$ cat src/hdl/card_cfg_pkg.sv
// Shared constants and types for the card socket configuration registers
package card_cfg_pkg;

  localparam int ADDR_W = 8;
  localparam int DATA_W = 32;
  localparam int SKT_N = 2;
  localparam int IRQ_W = 4;

  // Register byte offsets
  localparam logic [7:0] CLASS_CODE_OFS = 8'h54;
  localparam logic [7:0] SOCKET_CFG_OFS = 8'h58;
  localparam logic [7:0] IRQ_STATUS_OFS = 8'h60;
  localparam logic [7:0] IRQ_CLEAR_OFS = 8'h64;
  localparam logic [7:0] IRQ_ENABLE_OFS = 8'h68;

  // Class code copy
  localparam logic [31:0] CLASS_CODE_RST = 32'h07800000;
  localparam logic [31:0] CLASS_CODE_WMASK = 32'hffffffc0;

  // Socket configuration: printed default, writable bits, fixed ones
  localparam logic [31:0] SOCKET_CFG_RST = 32'h03743307;
  localparam logic [31:0] SOCKET_CFG_WMASK = 32'hf3333033;
  localparam logic [31:0] SOCKET_CFG_ONES = 32'h00000300;
  localparam logic [31:0] SKT2_MASK = 32'h04444444;
  localparam logic [31:0] SKT3_MASK = 32'h08888888;

  // Field positions, two implemented sockets per field except the four-bit scratch field at bits 31 to 28
  localparam int SCRATCH_LSB = 28;
  localparam int LOWV_LSB = 24;
  localparam int HIGHV_LSB = 20;
  localparam int PAYMENT_LSB = 16;
  localparam int AUX_LSB = 12;
  localparam int DEDICATED_LSB = 8;
  localparam int WAKE_LSB = 4;
  localparam int ENABLE_LSB = 0;

  // Interrupt status layout
  localparam int IRQ_INSERT_LSB = 0;
  localparam int IRQ_WAKE_LSB = 2;
  localparam logic [3:0] IRQ_RST = 4'h0;

  typedef struct packed {
    logic wr;
    logic rd;
    logic [7:0] addr;
    logic [31:0] wdata;
  } bus_req_t;

  typedef struct packed {
    logic load;
    logic [7:0] addr;
    logic [31:0] data;
  } ee_load_t;

  typedef struct packed {
    logic [1:0] enable;
    logic [1:0] lowv;
    logic [1:0] highv;
    logic [1:0] payment;
    logic [1:0] aux;
    logic [1:0] dedicated;
    logic [1:0] wake;
  } socket_ctl_t;

  typedef struct packed {
    logic [31:0] class_code;
    logic [31:0] socket_cfg;
    logic [3:0] irq_status;
    logic [3:0] irq_enable;
    logic [31:0] rd_data;
    logic [1:0] insert_prev;
    logic insert_valid;
    logic [1:0] wake_pulse;
  } cfg_state_t;

  localparam cfg_state_t CFG_STATE_RST = '{
    class_code: CLASS_CODE_RST & CLASS_CODE_WMASK,
    socket_cfg: (SOCKET_CFG_RST & SOCKET_CFG_WMASK) | SOCKET_CFG_ONES,
    irq_status: IRQ_RST,
    irq_enable: IRQ_RST,
    rd_data: 32'h00000000,
    insert_prev: 2'h0,
    insert_valid: 1'b0,
    wake_pulse: 2'h0
  };

endpackage : card_cfg_pkg

$ cat src/hdl/pin_sync.sv
// Two flip-flop synchroniser for pin inputs
`timescale 1ns/1ps
module pin_sync
#(
  parameter int WIDTH = 2
)
(
  input wire logic clk_i,
  input wire logic rst_i,
  input wire logic ce_i,
  input wire logic [WIDTH-1:0] pin_i,
  output logic [WIDTH-1:0] sync_o
);

  typedef struct packed {
    logic [WIDTH-1:0] meta;
    logic [WIDTH-1:0] stable;
  } sync_state_t;

  sync_state_t state_r;
  sync_state_t state_nxt;

  always_comb
  begin
    state_nxt = state_r;
    state_nxt.meta = pin_i;
    state_nxt.stable = state_r.meta;
  end

  always_ff @(posedge clk_i)
  begin
    if (rst_i)
      state_r <= '0;
    else if (ce_i)
      state_r <= state_nxt;
  end

  assign sync_o = state_r.stable;

endmodule : pin_sync

$ cat src/hdl/card_cfg_regs.sv
// Class code copy and card socket configuration register block
//
// Added by the designer: the strobed register port.
`timescale 1ns/1ps
// Function
// - Class code copy is writable, loader-preloadable, resets to 07800000h
// - Socket configuration is mirrored to a read alias output
// - Only the global reset returns configuration to defaults
// - Bits 25 and 24 flag low voltage class support, sockets 1 and 0
// - Bits 21 and 20 flag high voltage class support, sockets 1 and 0
// - Bits 17 and 16 enable payment interface logic per socket
// - Bits 13 and 12 enable auxiliary card pins per socket
// - Bits 9 and 8 are read-only ones: dedicated sockets
// - Bits 5 and 4 let card insertion raise a wake event
// - Bits 1 and 0 enable sockets 1 and 0
// - Socket 3 bits read zero and ignore writes
// - Socket 2 bits read zero and ignore writes
module card_cfg_regs
(
  input wire logic CLK_I,
  input wire logic RST_I,
  input wire logic CE_I,
  input wire logic FUNC_RST_I,
  input wire card_cfg_pkg::bus_req_t BUS_I,
  output logic [31:0] RD_DATA_O,
  input wire card_cfg_pkg::ee_load_t EE_I,
  input wire logic [1:0] CARD_INSERT_I,
  output logic [31:0] CLASS_CODE_O,
  output logic [31:0] ALIAS_CFG_O,
  output card_cfg_pkg::socket_ctl_t SOCKET_O,
  output logic [1:0] WAKE_O,
  output logic IRQ_O
);

  card_cfg_pkg::cfg_state_t state_r;
  card_cfg_pkg::cfg_state_t state_nxt;
  logic [1:0] insert_sync;
  logic [1:0] insert_rise;
  logic [1:0] wake_en;
  logic [3:0] irq_set;
  logic [3:0] irq_clr;

  // Card detect pins cross into the clock domain
  pin_sync
  #(
    .WIDTH(card_cfg_pkg::SKT_N)
  )
  u_insert_sync
  (
    .clk_i(CLK_I),
    .rst_i(RST_I),
    .ce_i(CE_I),
    .pin_i(CARD_INSERT_I),
    .sync_o(insert_sync)
  );

  assign wake_en = state_r.socket_cfg[card_cfg_pkg::WAKE_LSB +: 2];
  assign insert_rise = insert_sync & ~state_r.insert_prev
    & {2{state_r.insert_valid}};
  assign irq_set = {insert_rise & wake_en, insert_rise};
  assign irq_clr = (BUS_I.wr && BUS_I.addr == card_cfg_pkg::IRQ_CLEAR_OFS)
    ? BUS_I.wdata[3:0] : 4'h0;

  always_comb
  begin
    state_nxt = state_r;
    // Insertion edge tracking
    state_nxt.insert_prev = insert_sync;
    state_nxt.insert_valid = 1'b1;
    state_nxt.wake_pulse = insert_rise & wake_en;
    // Sticky status, set beats clear
    state_nxt.irq_status = (state_r.irq_status & ~irq_clr) | irq_set;
    // Serial loader preload
    if (EE_I.load)
    begin
      unique case (EE_I.addr)
        card_cfg_pkg::CLASS_CODE_OFS:
          state_nxt.class_code = EE_I.data
            & card_cfg_pkg::CLASS_CODE_WMASK;
        card_cfg_pkg::SOCKET_CFG_OFS:
          state_nxt.socket_cfg = (EE_I.data
            & card_cfg_pkg::SOCKET_CFG_WMASK)
            | card_cfg_pkg::SOCKET_CFG_ONES;
        default:
          state_nxt.class_code = state_nxt.class_code;
      endcase
    end
    // Register writes, bus wins over loader
    if (BUS_I.wr)
    begin
      unique case (BUS_I.addr)
        card_cfg_pkg::CLASS_CODE_OFS:
          state_nxt.class_code = BUS_I.wdata
            & card_cfg_pkg::CLASS_CODE_WMASK;
        card_cfg_pkg::SOCKET_CFG_OFS:
          state_nxt.socket_cfg = (BUS_I.wdata
            & card_cfg_pkg::SOCKET_CFG_WMASK)
            | card_cfg_pkg::SOCKET_CFG_ONES;
        card_cfg_pkg::IRQ_ENABLE_OFS:
          state_nxt.irq_enable = BUS_I.wdata[3:0];
        default:
          state_nxt.irq_enable = state_nxt.irq_enable;
      endcase
    end
    // Read data for the following cycle only
    state_nxt.rd_data = 32'h00000000;
    if (BUS_I.rd)
    begin
      unique case (BUS_I.addr)
        card_cfg_pkg::CLASS_CODE_OFS:
          state_nxt.rd_data = state_r.class_code;
        card_cfg_pkg::SOCKET_CFG_OFS:
          state_nxt.rd_data = state_r.socket_cfg;
        card_cfg_pkg::IRQ_STATUS_OFS:
          state_nxt.rd_data = {28'h0000000, state_r.irq_status};
        card_cfg_pkg::IRQ_ENABLE_OFS:
          state_nxt.rd_data = {28'h0000000, state_r.irq_enable};
        default:
          state_nxt.rd_data = 32'h00000000;
      endcase
    end
    // Function reset spares the configuration
    if (FUNC_RST_I)
    begin
      state_nxt.irq_status = card_cfg_pkg::IRQ_RST;
      state_nxt.irq_enable = card_cfg_pkg::IRQ_RST;
      state_nxt.wake_pulse = 2'h0;
    end
  end

  always_ff @(posedge CLK_I)
  begin
    if (RST_I)
      state_r <= card_cfg_pkg::CFG_STATE_RST;
    else if (CE_I)
      state_r <= state_nxt;
  end

  // Outputs
  assign RD_DATA_O = state_r.rd_data;
  assign CLASS_CODE_O = state_r.class_code;
  assign ALIAS_CFG_O = state_r.socket_cfg;
  assign WAKE_O = state_r.wake_pulse;
  assign IRQ_O = |(state_r.irq_status & state_r.irq_enable);

  always_comb
  begin
    SOCKET_O.enable =
      state_r.socket_cfg[card_cfg_pkg::ENABLE_LSB +: 2];
    SOCKET_O.lowv =
      state_r.socket_cfg[card_cfg_pkg::LOWV_LSB +: 2];
    SOCKET_O.highv =
      state_r.socket_cfg[card_cfg_pkg::HIGHV_LSB +: 2];
    SOCKET_O.payment =
      state_r.socket_cfg[card_cfg_pkg::PAYMENT_LSB +: 2];
    SOCKET_O.aux =
      state_r.socket_cfg[card_cfg_pkg::AUX_LSB +: 2];
    SOCKET_O.dedicated =
      state_r.socket_cfg[card_cfg_pkg::DEDICATED_LSB +: 2];
    SOCKET_O.wake = wake_en;
  end
endmodule : card_cfg_regs

$ cat config.mk
export PLATFORM = sky130hd
export DESIGN_NAME = card_cfg_regs
export DESIGN_NICKNAME = d
export VERILOG_FILES = /design/src/hdl/card_cfg_pkg.sv /design/src/hdl/pin_sync.sv /design/src/hdl/card_cfg_regs.sv
export SDC_FILE = /design/constraint.sdc
export NUM_CORES = 1
export LEC_CHECK = 0
export BUFFER_PORTS_ARGS = -buffer_cell sky130_fd_sc_hd__buf_4
export CAP_MARGIN = 0
export CORE_MARGIN = 2
export CORE_UTILIZATION = 50
export DETAILED_ROUTE_END_ITERATION = 8
export PLACE_DENSITY = 0.8
export SYNTH_ARGS = -nofsm -noshare
export SYNTH_HDL_FRONTEND = slang
export SYNTH_SLANG_ARGS = --single-unit
$ cat constraint.sdc
create_clock -name CLK_I -period 2.2 [get_ports CLK_I]
set_clock_uncertainty 0.2 [all_clocks]
set_input_delay 0.44 -clock CLK_I [delete_from_list [all_inputs] [get_ports CLK_I]]
set_output_delay 0.44 -clock CLK_I [all_outputs]
set_load 0.01 [all_outputs]
==> impl_results.md, run 1 <==
- Slew HR: 61.0%
- Cells after DPL: 874
- Synth Register Bits: 113
- CP Capture Type: register
- RD Place Congestion: between 0.9 and 1
- Skew-Pair Late Insertion Delay: between 0.5 and 0.6 ns
- VDD IR max: 0.436 mV
- Residual DRC count: 0
- Synth Area per Inst: approximately 8.6 sq um
- Filler Cells Inserted: 865
- CP max stage delay: 0.58 ns
- Rows: 38
- Tot Pwr: 5.36 mW
- Worst Max-Slew Pin Slew: just under 0.6 ns
- GRT Overall Usage: 28.6%
- Worst EP arrival: ~2.4 ns
- DR iter-0 viols: 470
- Asr flop ratio synth: 0%
- Antenna diodes: 0
- Crit-path max FO: 17
- Share of post-route cells with drive strength above 1: 35.1%
- Most frequent cells after synthesis: buf_4 (121), dfxtp_1 (113), nand2_1 (106), a22oi_1 (41), o21ai_0 (32)
- Fmax achieved: 463 MHz
- Die width: roughly 110 microns
- Post-Syn Area: between 5000 and 6000 sq um
- Synth unique cells: 42
- Leading area contributor after synthesis: dfxtp_1
- Vias in the first global route: 5,113
- Endpoints failing setup: 0
- Nets: 873
- Top FF cell, synth: dfxtp_1
- Final period util: a little over nine tenths
- Clk sinks: ~110
- Hold_ws: 0.0158 ns
- Die Y-Extent: 110 microns
- Max_cap viols: 0
- Flop2flop setup slack: 0.60 ns
- Detailed-placement wirelength estimate: approximately 12 mm
- Critical path launch point type: input pin
- EDFF count, synth: 0
- Area share of the largest cell type after synthesis: 40.5%
- CP top delay family: buffers and inverters
- Most frequent cell after synthesis: buf_4
- Max Slew Vio Count: 0
- Syn Nets: 741
- TritonCTS Buffers: 17
- Area growth syn-to-layout: 34.5%
- Vias: around 5,300
- Status: completed
- CORE AREA: around 11,000 sq um
- Share of the yosys chip area belonging to registers: 40.5%
- Final hold violations: 0
- Critical Path RT: 2.46 ns
- CP max-delay cell: dlygate4sd3_1
- DRT Pass-1 Iters: 5
- CTS Root Cell: clkbuf_8
- Die area: around 12,000 sq um
- Largest net degree at the start of global routing: 29
- Pleak: 3.27 nW
- H-tree depth reported by CTS: 4
- Final min period: 2.16 ns
- CTS tree: built
- DRT antenna net count: 0
- Starting Density: between 50% and 60%
- Cell mode on critical path: buf_4
- Cells along the critical path: buf_4 -> nor4b_4 -> buf_4 -> and3_1 -> buf_12 -> nand2_1 -> a311oi_1 -> dlygate4sd3_1
- Fin cells: roughly 940
- PwrDens: roughly 700 nW/um^2
- Cells after Synth: 652
- Worst min-delay path class: in2reg
- Crit Path Class: in2reg
- First-pass GRT wire length: 26.0 mm
- CTS clk-pin slew, worst paths: 0.06 ns
- Max clock buf depth: 2
- Yosys Warn Count: 0
- Initial antenna violation count: 0
- Remaining Overflow, GRT: 0
- Post-layout utilization of the core: 69.0%
- DRT Wirelength: between 15 and 20 mm
- Port Buffers: 199
- Vias per cell: approximately 5.7
- Critical path buffers and inverters: 4
- Top cells by area, synth: dfxtp_1 (41%), buf_4 (16%), nand2_1 (7.1%)
- I/O Pins: 202
- Wire per inst: 18.2 microns
[worst min-delay path, cell delays in order]
cell,delay (ns)
buf_4,0.11
nand2_1,0.05
a32oi_1,0.09
[area by class of cell]
| class | instances | area [sq um] | area share (%) |
|---|---|---|---|
| Sequential cell | 113 | 2260 | 30.1 |
| Multi-Input combinational cell | 373 | 2240 | 29.9 |
| Clock buffer | 19 | 432 | 5.75 |
| Inverter | 12 | 45.0 | 0.600 |
| Timing Repair Buffer | 267 | 2150 | 28.6 |
| Tap cell | 140 | 175 | 2.33 |
| Clock inverter | 13 | 209 | 2.78 |
[cell families after synthesis]
| logic type | share of synthesized area [%] |
|---|---|
| mux | 2.69 |
| flops | 40.5 |
| buf+inv | 19.8 |
| simple gates | 19.3 |
| compound gates | 17.8 |
[flip-flops by register name (all words and copies together) (netlist names)]
| signal | cells |
|---|---|
| ALIAS_CFG_O | 32 |
| u_insert_sync.sync_o | 2 |
| RD_DATA_O | 32 |
| u_insert_sync.state_nxt | 2 |
| CLASS_CODE_O | 32 |
| WAKE_O | 2 |
| state_r | 11 |
[layout by cell type, fill, tap and decap left out, types with 4 or more instances in the layout]
cell             n
a211o_1          4
a21oi_1         12
a22o_1           4
a22oi_1         41
a311oi_1        28
a32oi_1          4
and2_1          14
and3_1          11
buf_12           5
buf_4          231
bufinv_16        5
clkbuf_16       16
dfxtp_1        113
dlygate4sd3_1   30
inv_1           12
mux2i_1         15
nand2_1        106
nand4_1          9
nor2_1          23
nor3_1          29
o21ai_0         32
o32ai_1          4
[worst paths after layout]
kind                                               startpoint                             to  cells after the start
worst min register to register      RD_DATA_O[7]$_SDFFE_PP0P_      RD_DATA_O[7]$_SDFFE_PP0P_                      2
worst max-delay path                                BUS_I[32]  CLASS_CODE_O[15]$_SDFFE_PP0P_                      8
worst max register to register  CLASS_CODE_O[18]$_SDFFE_PP0P_  CLASS_CODE_O[18]$_SDFFE_PP0P_                      3
worst min-delay path                                BUS_I[23]  CLASS_CODE_O[23]$_SDFFE_PP1P_                      3
[routing by layer]
metal	global-route usage, %	wire (microns)
met1	34.0	6650
met2	49.7	8640
met3	5.57	1390
met4	12.7	408
met5	0	0
[what timing repair did]
item / 4_1_cts / 5_1_grt
setup buffers: 0 / 1
gates resized for setup: 0 / 4
endpoints found under the hold margin: 24 / 0
hold buffers: 30 / 0
setup endpoints to repair: 0 / 4
[power breakdown]
group	internal [mW]	switching, mW	leakage [nW]
registers	2.05	0.00551	0.911
clock network	1.98	0.976	0.304
logic	0.180	0.158	2.05
[per-stage QoR]
stage,setup WS (ns),TNS [ns],instance area [sq um]
after floorplan,0.230,0,5590
after global placement,0.0165,0,6550
after detailed placement,-0.0250,-0.125,6550
after CTS,0.0232,0,7490
after global routing,-0.00301,-0.00556,7510
final,0.0406,0,7510
(Power assumes the default switching activity.)
==> run 2: changes to the inputs <==
--- a/config.mk
+++ b/config.mk
@@ -5,12 +5,13 @@
 export SDC_FILE = /design/constraint.sdc
 export NUM_CORES = 1
 export LEC_CHECK = 0
-export BUFFER_PORTS_ARGS = -buffer_cell sky130_fd_sc_hd__buf_4
 export CAP_MARGIN = 0
 export CORE_MARGIN = 2
-export CORE_UTILIZATION = 50
+export CORE_UTILIZATION = 55
 export DETAILED_ROUTE_END_ITERATION = 8
-export PLACE_DENSITY = 0.8
+export DONT_BUFFER_PORTS = 1
+export PLACE_DENSITY = 0.7
+export RECOVER_POWER = 50
 export SYNTH_ARGS = -nofsm -noshare
 export SYNTH_HDL_FRONTEND = slang
 export SYNTH_SLANG_ARGS = --single-unit
==> run 2 against run 1 <==
Against the previous run:
- final area fell by 15%
- via count down 11%
- first-iteration DRC count down 14%
- final cell count shrank 18%
- worst setup slack gained 0.014 ns
- die area fell by 8.8%
- clock power shrank 8.8%
- global-route usage up 1.4 points
- clock-buffer cell count grew 2
- core utilization down 4.1 points
- non-clock buffer count down 159
- critical path depth decreased by 1
- critical path type unchanged
- critical endpoint is now CLASS_CODE_O[8]$_SDFFE_PP0P_
- highest routed layer unchanged
==> impl_results.md, run 2 (synthesized netlist as in run 1, its figures left out) <==
- First-pass GRT wire length: 25.8 mm (-0.58%)
- Status: completed
- Die Y-Extent: 105 microns (-4.5%)
- Vias: 4,755 (-11%)
- DR iter-0 viols: 406 (-14%)
- Remaining Overflow, GRT: 0 (unchanged)
- Rows: 36 (-5.3%)
- Skew-Pair Late Insertion Delay: 0.51 ns (about the same)
- Port Buffers: 0 (-100%)
- CP max-delay cell: dlygate4sd3_1
- DRT antenna net count: 0 (unchanged)
- Detailed-placement wirelength estimate: 10.4 mm (-12%)
- CTS tree: built
- Min-Delay Endpoint: state_r[39]$_SDFFE_PP0P_
- Unrepaired setup endpoints after global routing: no
- Crit-path max FO: 13 (-4)
- Starting Density: 56.9% (+5.6 points)
- Commonest non-fill, non-tap cell in the layout: dfxtp_1
- Antenna diodes: 0 (unchanged)
- Max_cap viols: 0 (unchanged)
- Initial antenna violation count: 0 (unchanged)
- Vias in the first global route: 4,975 (-2.7%)
- Max clock buf depth: 2 (unchanged)
- Cells along the critical path: and4bb_2 -> buf_6 -> and4_2 -> buf_4 -> nor3_1 -> a311oi_1 -> dlygate4sd3_1
- DRT Pass-1 Iters: 8 (+3)
- CTS Root Cell: clkbuf_8
- Post-CTS setup buffer count: 0 (unchanged)
- Reg-to-reg critical path endpoint: ALIAS_CFG_O[5]$_SDFFE_PP0P_
- Largest net degree at the start of global routing: 64 (+120%)
- H-tree depth reported by CTS: 4 (unchanged)
- TNS Setup: 0 ns (unchanged)
- RR Startpoint: ALIAS_CFG_O[5]$_SDFFE_PP0P_
- Cell depth of the worst setup path: 7 (-1)
- CP top delay family: buffers and inverters
- TritonCTS Buffers: 17 (unchanged)
- CORE AREA: 9820 sq um (-9.8%)
- Residual DRC count: 0 (unchanged)
- Slew HR: 26.7% (-34 points)
- Critical path launch point type: input pin
- Final hold violations: 0 (unchanged)
- Max Slew Vio Count: 0 (unchanged)
- Final min period: 2.15 ns (-0.0143 ns)
- VDD IR max: 0.428 mV (-1.8%)
- Vias per cell: 6.18 (+8.9%)
- Fmax achieved: 466 MHz (+0.67%)
- Filler Cells Inserted: 850 (-1.7%)
- GRT Overall Usage: 30.0% (+1.4 points)
- PwrDens: 785 nW/um^2 (+10%)
- Hold path depth: 2 (-1)
- Most frequent cells in the layout: dfxtp_1 (113), nand2_1 (106), dlygate4sd3_1 (81)
- Critical path buffers and inverters: 3 (-1)
- CP max stage delay: 0.61 ns (+0.03 ns)
- Final period util: 97.5% (-0.65 points)
- Tot Pwr: 5.00 mW (-6.7%)
- Endpoints failing setup: 0 (unchanged)
- Worst Max-Slew Pin Slew: 1.09 ns (+0.511 ns)
- Die width: 105 microns (-4.5%)
- FF-to-FF path depth: 3 (unchanged)
- Pleak: 2.45 nW (-25%)
- Clk sinks: 113 (unchanged)
- I/O Pins: 202 (unchanged)
- Wire per inst: 21.3 microns (+17%)
- DRT Wirelength: 16.4 mm (-3.9%)
- Share of post-route cells with drive strength above 1: 10.4% (-25 points)
- RD Place Congestion: 0.843 (-7.2%)
- Flop2flop setup slack: 0.42 ns (-0.18 ns)
- Worst EP arrival: 2.39 ns (-0.03 ns)
- Die area: 11,000 sq um (-8.8%)
- Fin cells: 770 (-18%)
- CTS clk-pin slew, worst paths: 0.06 ns (about the same)
- Area growth syn-to-layout: 14.1%
- Nets: 714 (-18%)
- Worst min-delay path class: in2reg
- Cells after DPL: 657 (-25%)
- CP Capture Type: register
- Critical Path RT: 2.44 ns (-0.02 ns)
- Crit Path Class: in2reg
- Hold path startpoint: BUS_I[41]
-- run 2: changes by cell type in the layout (fill, tap and decap cells not counted), moves of 2 or more --
cell / delta
buf_4: -212
dlygate4sd3_1: +51
bufinv_16: -2
clkbuf_1: +2
clkinv_2: +2
clkinvlp_4: -2
-- run 2: repair_timing --
item | in CTS | in global routing
hold buffers | 82 | 0
setup endpoints to repair | 0 | 5
resized for setup | 0 | 2
endpoints found under the hold margin | 64 | 0
-- run 2: per-layer routing --
| metal | global-route usage [%] | part of all wire, % | wire length (microns) | vias up |
|---|---|---|---|---|
| met5 | 0 | 0 | 0 | - |
| met4 | 12.8 | 3.0 | 497 | 0 |
| met1 | 33.2 | 36 | 5880 | 2283 |
| li1 | - | - | - | 2141 |
| met2 | 51.9 | 50 | 8220 | 281 |
| met3 | 10.5 | 11 | 1830 | 50 |
-- run 2: worst max-delay path by stage --
| stage | slack [ns] | to | startpoint |
|---|---|---|---|
| 2_1_floorplan | 0.23 | CLASS_CODE_O[10]$_SDFFE_PP0P_ | BUS_I[39] |
| 3_3_place_gp | -0.03 | ALIAS_CFG_O[23]$_SDFFE_PP0P_ | BUS_I[39] |
| 3_5_place_dp | -0.08 | ALIAS_CFG_O[19]$_SDFFE_PP0P_ | BUS_I[39] |
| 4_1_cts | 0.09 | CLASS_CODE_O[9]$_SDFFE_PP0P_ | BUS_I[39] |
| 5_1_grt | 0.0007 | ALIAS_CFG_O[5]$_SDFFE_PP0P_ | BUS_I[33] |
| 6_report | 0.05 | CLASS_CODE_O[8]$_SDFFE_PP0P_ | BUS_I[39] |
-- run 2: final cells by class --
type	count	area [sq um]	share of cell area, %
multi-input cells	373	2230	35.0
clock inverters	10	135	2.12
clock buffers	21	449	7.05
repair buffers	108	1080	17.0
flip-flops and latches	113	2260	35.5
inverters	12	45.0	0.707
well taps	133	166	2.61
-- run 2: metrics by stage --
stage	setup WS (ns)	utilization, %	hold slack, ns	cell area, sq um
global route	0.000711	64.9	0.0119	6370
CTS	0.0859	64.9	0.00810	6370
global placement	-0.0305	50.4	0.267	4950
detailed placement	-0.0810	50.4	0.271	4950
finish	0.0549	64.9	0.0205	6370
floorplan	0.230	-	0.226	5590
-- run 2: worst reg2reg max path, stage by stage, from the launching register on --
cell           delay (ns)
dfxtp_1              0.55
nor3_1               0.12
a311oi_1             0.27
dlygate4sd3_1        0.59
-- run 2: where the power goes --
group	total, mW	internal [mW]	switching, mW
Sequential	2.06	2.06	0.00653
Combinational	0.238	0.118	0.120
Clock	2.70	1.77	0.928
==> run 3: changes to the inputs <==
--- a/config.mk
+++ b/config.mk
@@ -6,11 +6,11 @@
 export NUM_CORES = 1
 export LEC_CHECK = 0
 export CAP_MARGIN = 0
-export CORE_MARGIN = 2
+export CORE_MARGIN = 1.5
 export CORE_UTILIZATION = 55
 export DETAILED_ROUTE_END_ITERATION = 8
 export DONT_BUFFER_PORTS = 1
-export PLACE_DENSITY = 0.7
+export PLACE_DENSITY_LB_ADDON = 0.08
 export RECOVER_POWER = 50
 export SYNTH_ARGS = -nofsm -noshare
 export SYNTH_HDL_FRONTEND = slang
==> run 3 against run 2 <==
Against the previous run:
- combinational power decreased by 4%
- total power about the same
- non-clock buffer count decreased by 1
- clock power about the same
- critical path depth decreased by 1
- worst hold slack improved by 0.0062 ns
- sequential share of layout area decreased by 0.056 points
==> impl_results.md, run 3 (synthesized netlist as in run 1, its figures left out) <==
- DRT Wirelength: 15.9 mm (-3.2%)
- Slew HR: 31.8% (+5.0 points)
- Clk sinks: 113 (unchanged)
- Cell depth of the worst setup path: 6 (-1)
- Final min period: 2.13 ns (-0.0165 ns)
- Cell mode on critical path: buf_4
- CP top delay family: buffers and inverters
- Die width: 104 microns (-0.95%)
- Worst EP arrival: 2.35 ns (-0.04 ns)
- I/O Pins: 202 (unchanged)
- Die Y-Extent: 104 microns (-0.95%)
- Vias: 4,593 (-3.4%)
- Commonest non-fill, non-tap cell in the layout: dfxtp_1
- RR Startpoint: ALIAS_CFG_O[5]$_SDFFE_PP0P_
- Endpoints failing setup: 0 (unchanged)
- Post-DP Area: 4940 sq um (-0.25%)
- Critical Path RT: 2.42 ns (-0.02 ns)
- RD Place Congestion: 0.867 (+2.9%)
- Detailed-placement wirelength estimate: 10.0 mm (-3.1%)
- Final period util: 96.8% (-0.75 points)
- First-pass GRT wire length: 24.5 mm (-5.2%)
- Most frequent cells in the layout: dfxtp_1 (113), nand2_1 (106), dlygate4sd3_1 (79)
- DR iter-0 viols: 275 (-32%)
- Critical path buffers and inverters: 3 (unchanged)
- Filler Cells Inserted: 873 (+2.7%)
- Crit Path Class: in2reg
- Unrepaired setup endpoints after global routing: no
- VDD IR max: 0.498 mV (+16%)
- Status: completed
- Largest net degree at the start of global routing: 64 (unchanged)
- Max Slew Vio Count: 0 (unchanged)
- Cells along the critical path: nor4b_4 -> buf_4 -> buf_4 -> nand4_1 -> dlygate4sd3_1 -> a311oi_1
- GRT Overall Usage: 29.1% (-0.90 points)
- Nets: 713 (-0.14%)
- CTS clk-pin slew, worst paths: 0.06 ns (about the same)
- Remaining Overflow, GRT: 0 (unchanged)
- Hold path depth: 2 (unchanged)
- CP Capture Type: register
- DRT Pass-1 Iters: 5 (-3)
- CTS tree: built
- Max clock buf depth: 2 (unchanged)
- Tot Pwr: 4.99 mW (about the same)
- Residual DRC count: 0 (unchanged)
- Clock Power Share: 54.1% (about the same)
- DRT antenna net count: 0 (unchanged)
- CORE AREA: 9820 sq um (unchanged)
- Hold path startpoint: RST_I
- Worst min-delay path class: in2reg
- Switch Pwr: 1.05 mW (-0.22%)
- Critical path launch point type: input pin
- Skew-Pair Late Insertion Delay: 0.51 ns (about the same)
- Min-Delay Endpoint: CLASS_CODE_O[0]$_SDFFE_PP0P_
- H-tree depth reported by CTS: 4 (unchanged)
- Starting Density: 56.9% (unchanged)
- Pleak: 2.43 nW (-0.88%)
- CP max stage delay: 0.58 ns (-0.03 ns)
- PwrDens: 783 nW/um^2 (-0.25%)
- Comb pwr share: 4.6% (-0.2 points)
- TritonCTS Buffers: 17 (unchanged)
- Initial antenna violation count: 1 (+1)
- Share of post-route cells with drive strength above 1: 11.3% (+0.94 points)
- Wire per inst: 20.6 microns (-3.3%)
- Flop2flop setup slack: 0.39 ns (-0.03 ns)
- Crit-path max FO: 22 (+9)
- Final hold violations: 0 (unchanged)
- Hold_ws: 0.0268 ns (+0.00624 ns)
- Final Instance Area: 6380 sq um (+0.16%)
- Rows: 36 (unchanged)
- Sequential power share: 41.3% (about the same)
- Vias per cell: 5.96 (-3.5%)
- Switching share of power: 21.1% (-0.028 points)
- Storage element area: 2260 sq um (unchanged)
- Vias in the first global route: 4,656 (-6.4%)
- Area growth syn-to-layout: 14.2%
- CTS Root Cell: clkbuf_8
- FF-to-FF path depth: 3 (unchanged)
- Fmax achieved: 470 MHz (+0.77%)
- Max_cap viols: 0 (unchanged)
- TNS Setup: 0 ns (unchanged)
- Worst Max-Slew Pin Slew: 1.02 ns (-0.0752 ns)
- Multi-input gate area: 2260 sq um (+1.1%)
- CP max-delay cell: dlygate4sd3_1
- Internal Pwr Total: 3.94 mW (about the same)
- Die area: 10,800 sq um (-1.9%)
- Reg-to-reg critical path endpoint: ALIAS_CFG_O[5]$_SDFFE_PP0P_
- Port Buffers: 0 (unchanged)
[run 3: cell count changes in the layout (fill, tap and decap cells not counted), moves of 2 or more]
cell / previous run / this run
a311oi_1: 29 / 27
a311oi_2: 0 / 2
buf_12: 4 / 2
buf_4: 19 / 21
dlygate4sd3_1: 81 / 79
[run 3: how the worst max path moves through the flow]
stage | startpoint | endpoint | slack, ns
3_5_place_dp | BUS_I[39] | ALIAS_CFG_O[27]$_SDFFE_PP0P_ | -0.03
2_1_floorplan | BUS_I[39] | CLASS_CODE_O[10]$_SDFFE_PP0P_ | 0.23
4_1_cts | BUS_I[39] | CLASS_CODE_O[25]$_SDFFE_PP1P_ | 0.02
3_3_place_gp | BUS_I[39] | ALIAS_CFG_O[7]$_SDFFE_PP0P_ | 0.002
6_report | BUS_I[33] | ALIAS_CFG_O[31]$_SDFFE_PP0P_ | 0.07
5_1_grt | BUS_I[33] | ALIAS_CFG_O[4]$_SDFFE_PP0P_ | 0.006
[run 3: layout make-up]
| type | instances | area share (%) |
|---|---|---|
| well taps | 133 | 2.61 |
| clock inverters | 10 | 2.10 |
| inverters | 12 | 0.706 |
| clock buffers | 22 | 7.10 |
| multi-input cells | 373 | 35.4 |
| diodes | 1 | 0.0392 |
| repair buffers | 107 | 16.6 |
| flip-flops and latches | 113 | 35.5 |
[run 3: through the flow]
step	setup slack (ns)	std cells	utilization [%]
after global placement	0.00151	657	50.3
after CTS	0.0246	769	64.6
after detailed placement	-0.0298	657	50.3
after floorplan	0.230	652	-
after global routing	0.00559	771	65.0
final	0.0714	771	65.0
[run 3: repair_timing]
action	in CTS	in global routing
hold buffers	80	0
resized for setup	0	7
endpoints found under the setup margin	0	7
hold endpoints to repair	65	0
setup buffers	0	0
[run 3: per-layer routing]
layer	up-vias	share of wire (%)	track usage, %
met1	2199	39	33.8
met5	-	0	0
met4	0	2.0	11.3
met2	223	50	50.3
li1	2143	-	-
met3	28	8.4	8.56
[run 3: power by group through the flow]
stage,clock network [mW],logic [mW],registers (mW)
2_1_floorplan,0,0.112,2.10
3_3_place_gp,0,0.110,2.11
3_5_place_dp,0,0.112,2.11
4_1_cts,2.73,0.223,2.06
5_1_grt,2.83,0.244,2.06
6_report,2.70,0.228,2.06
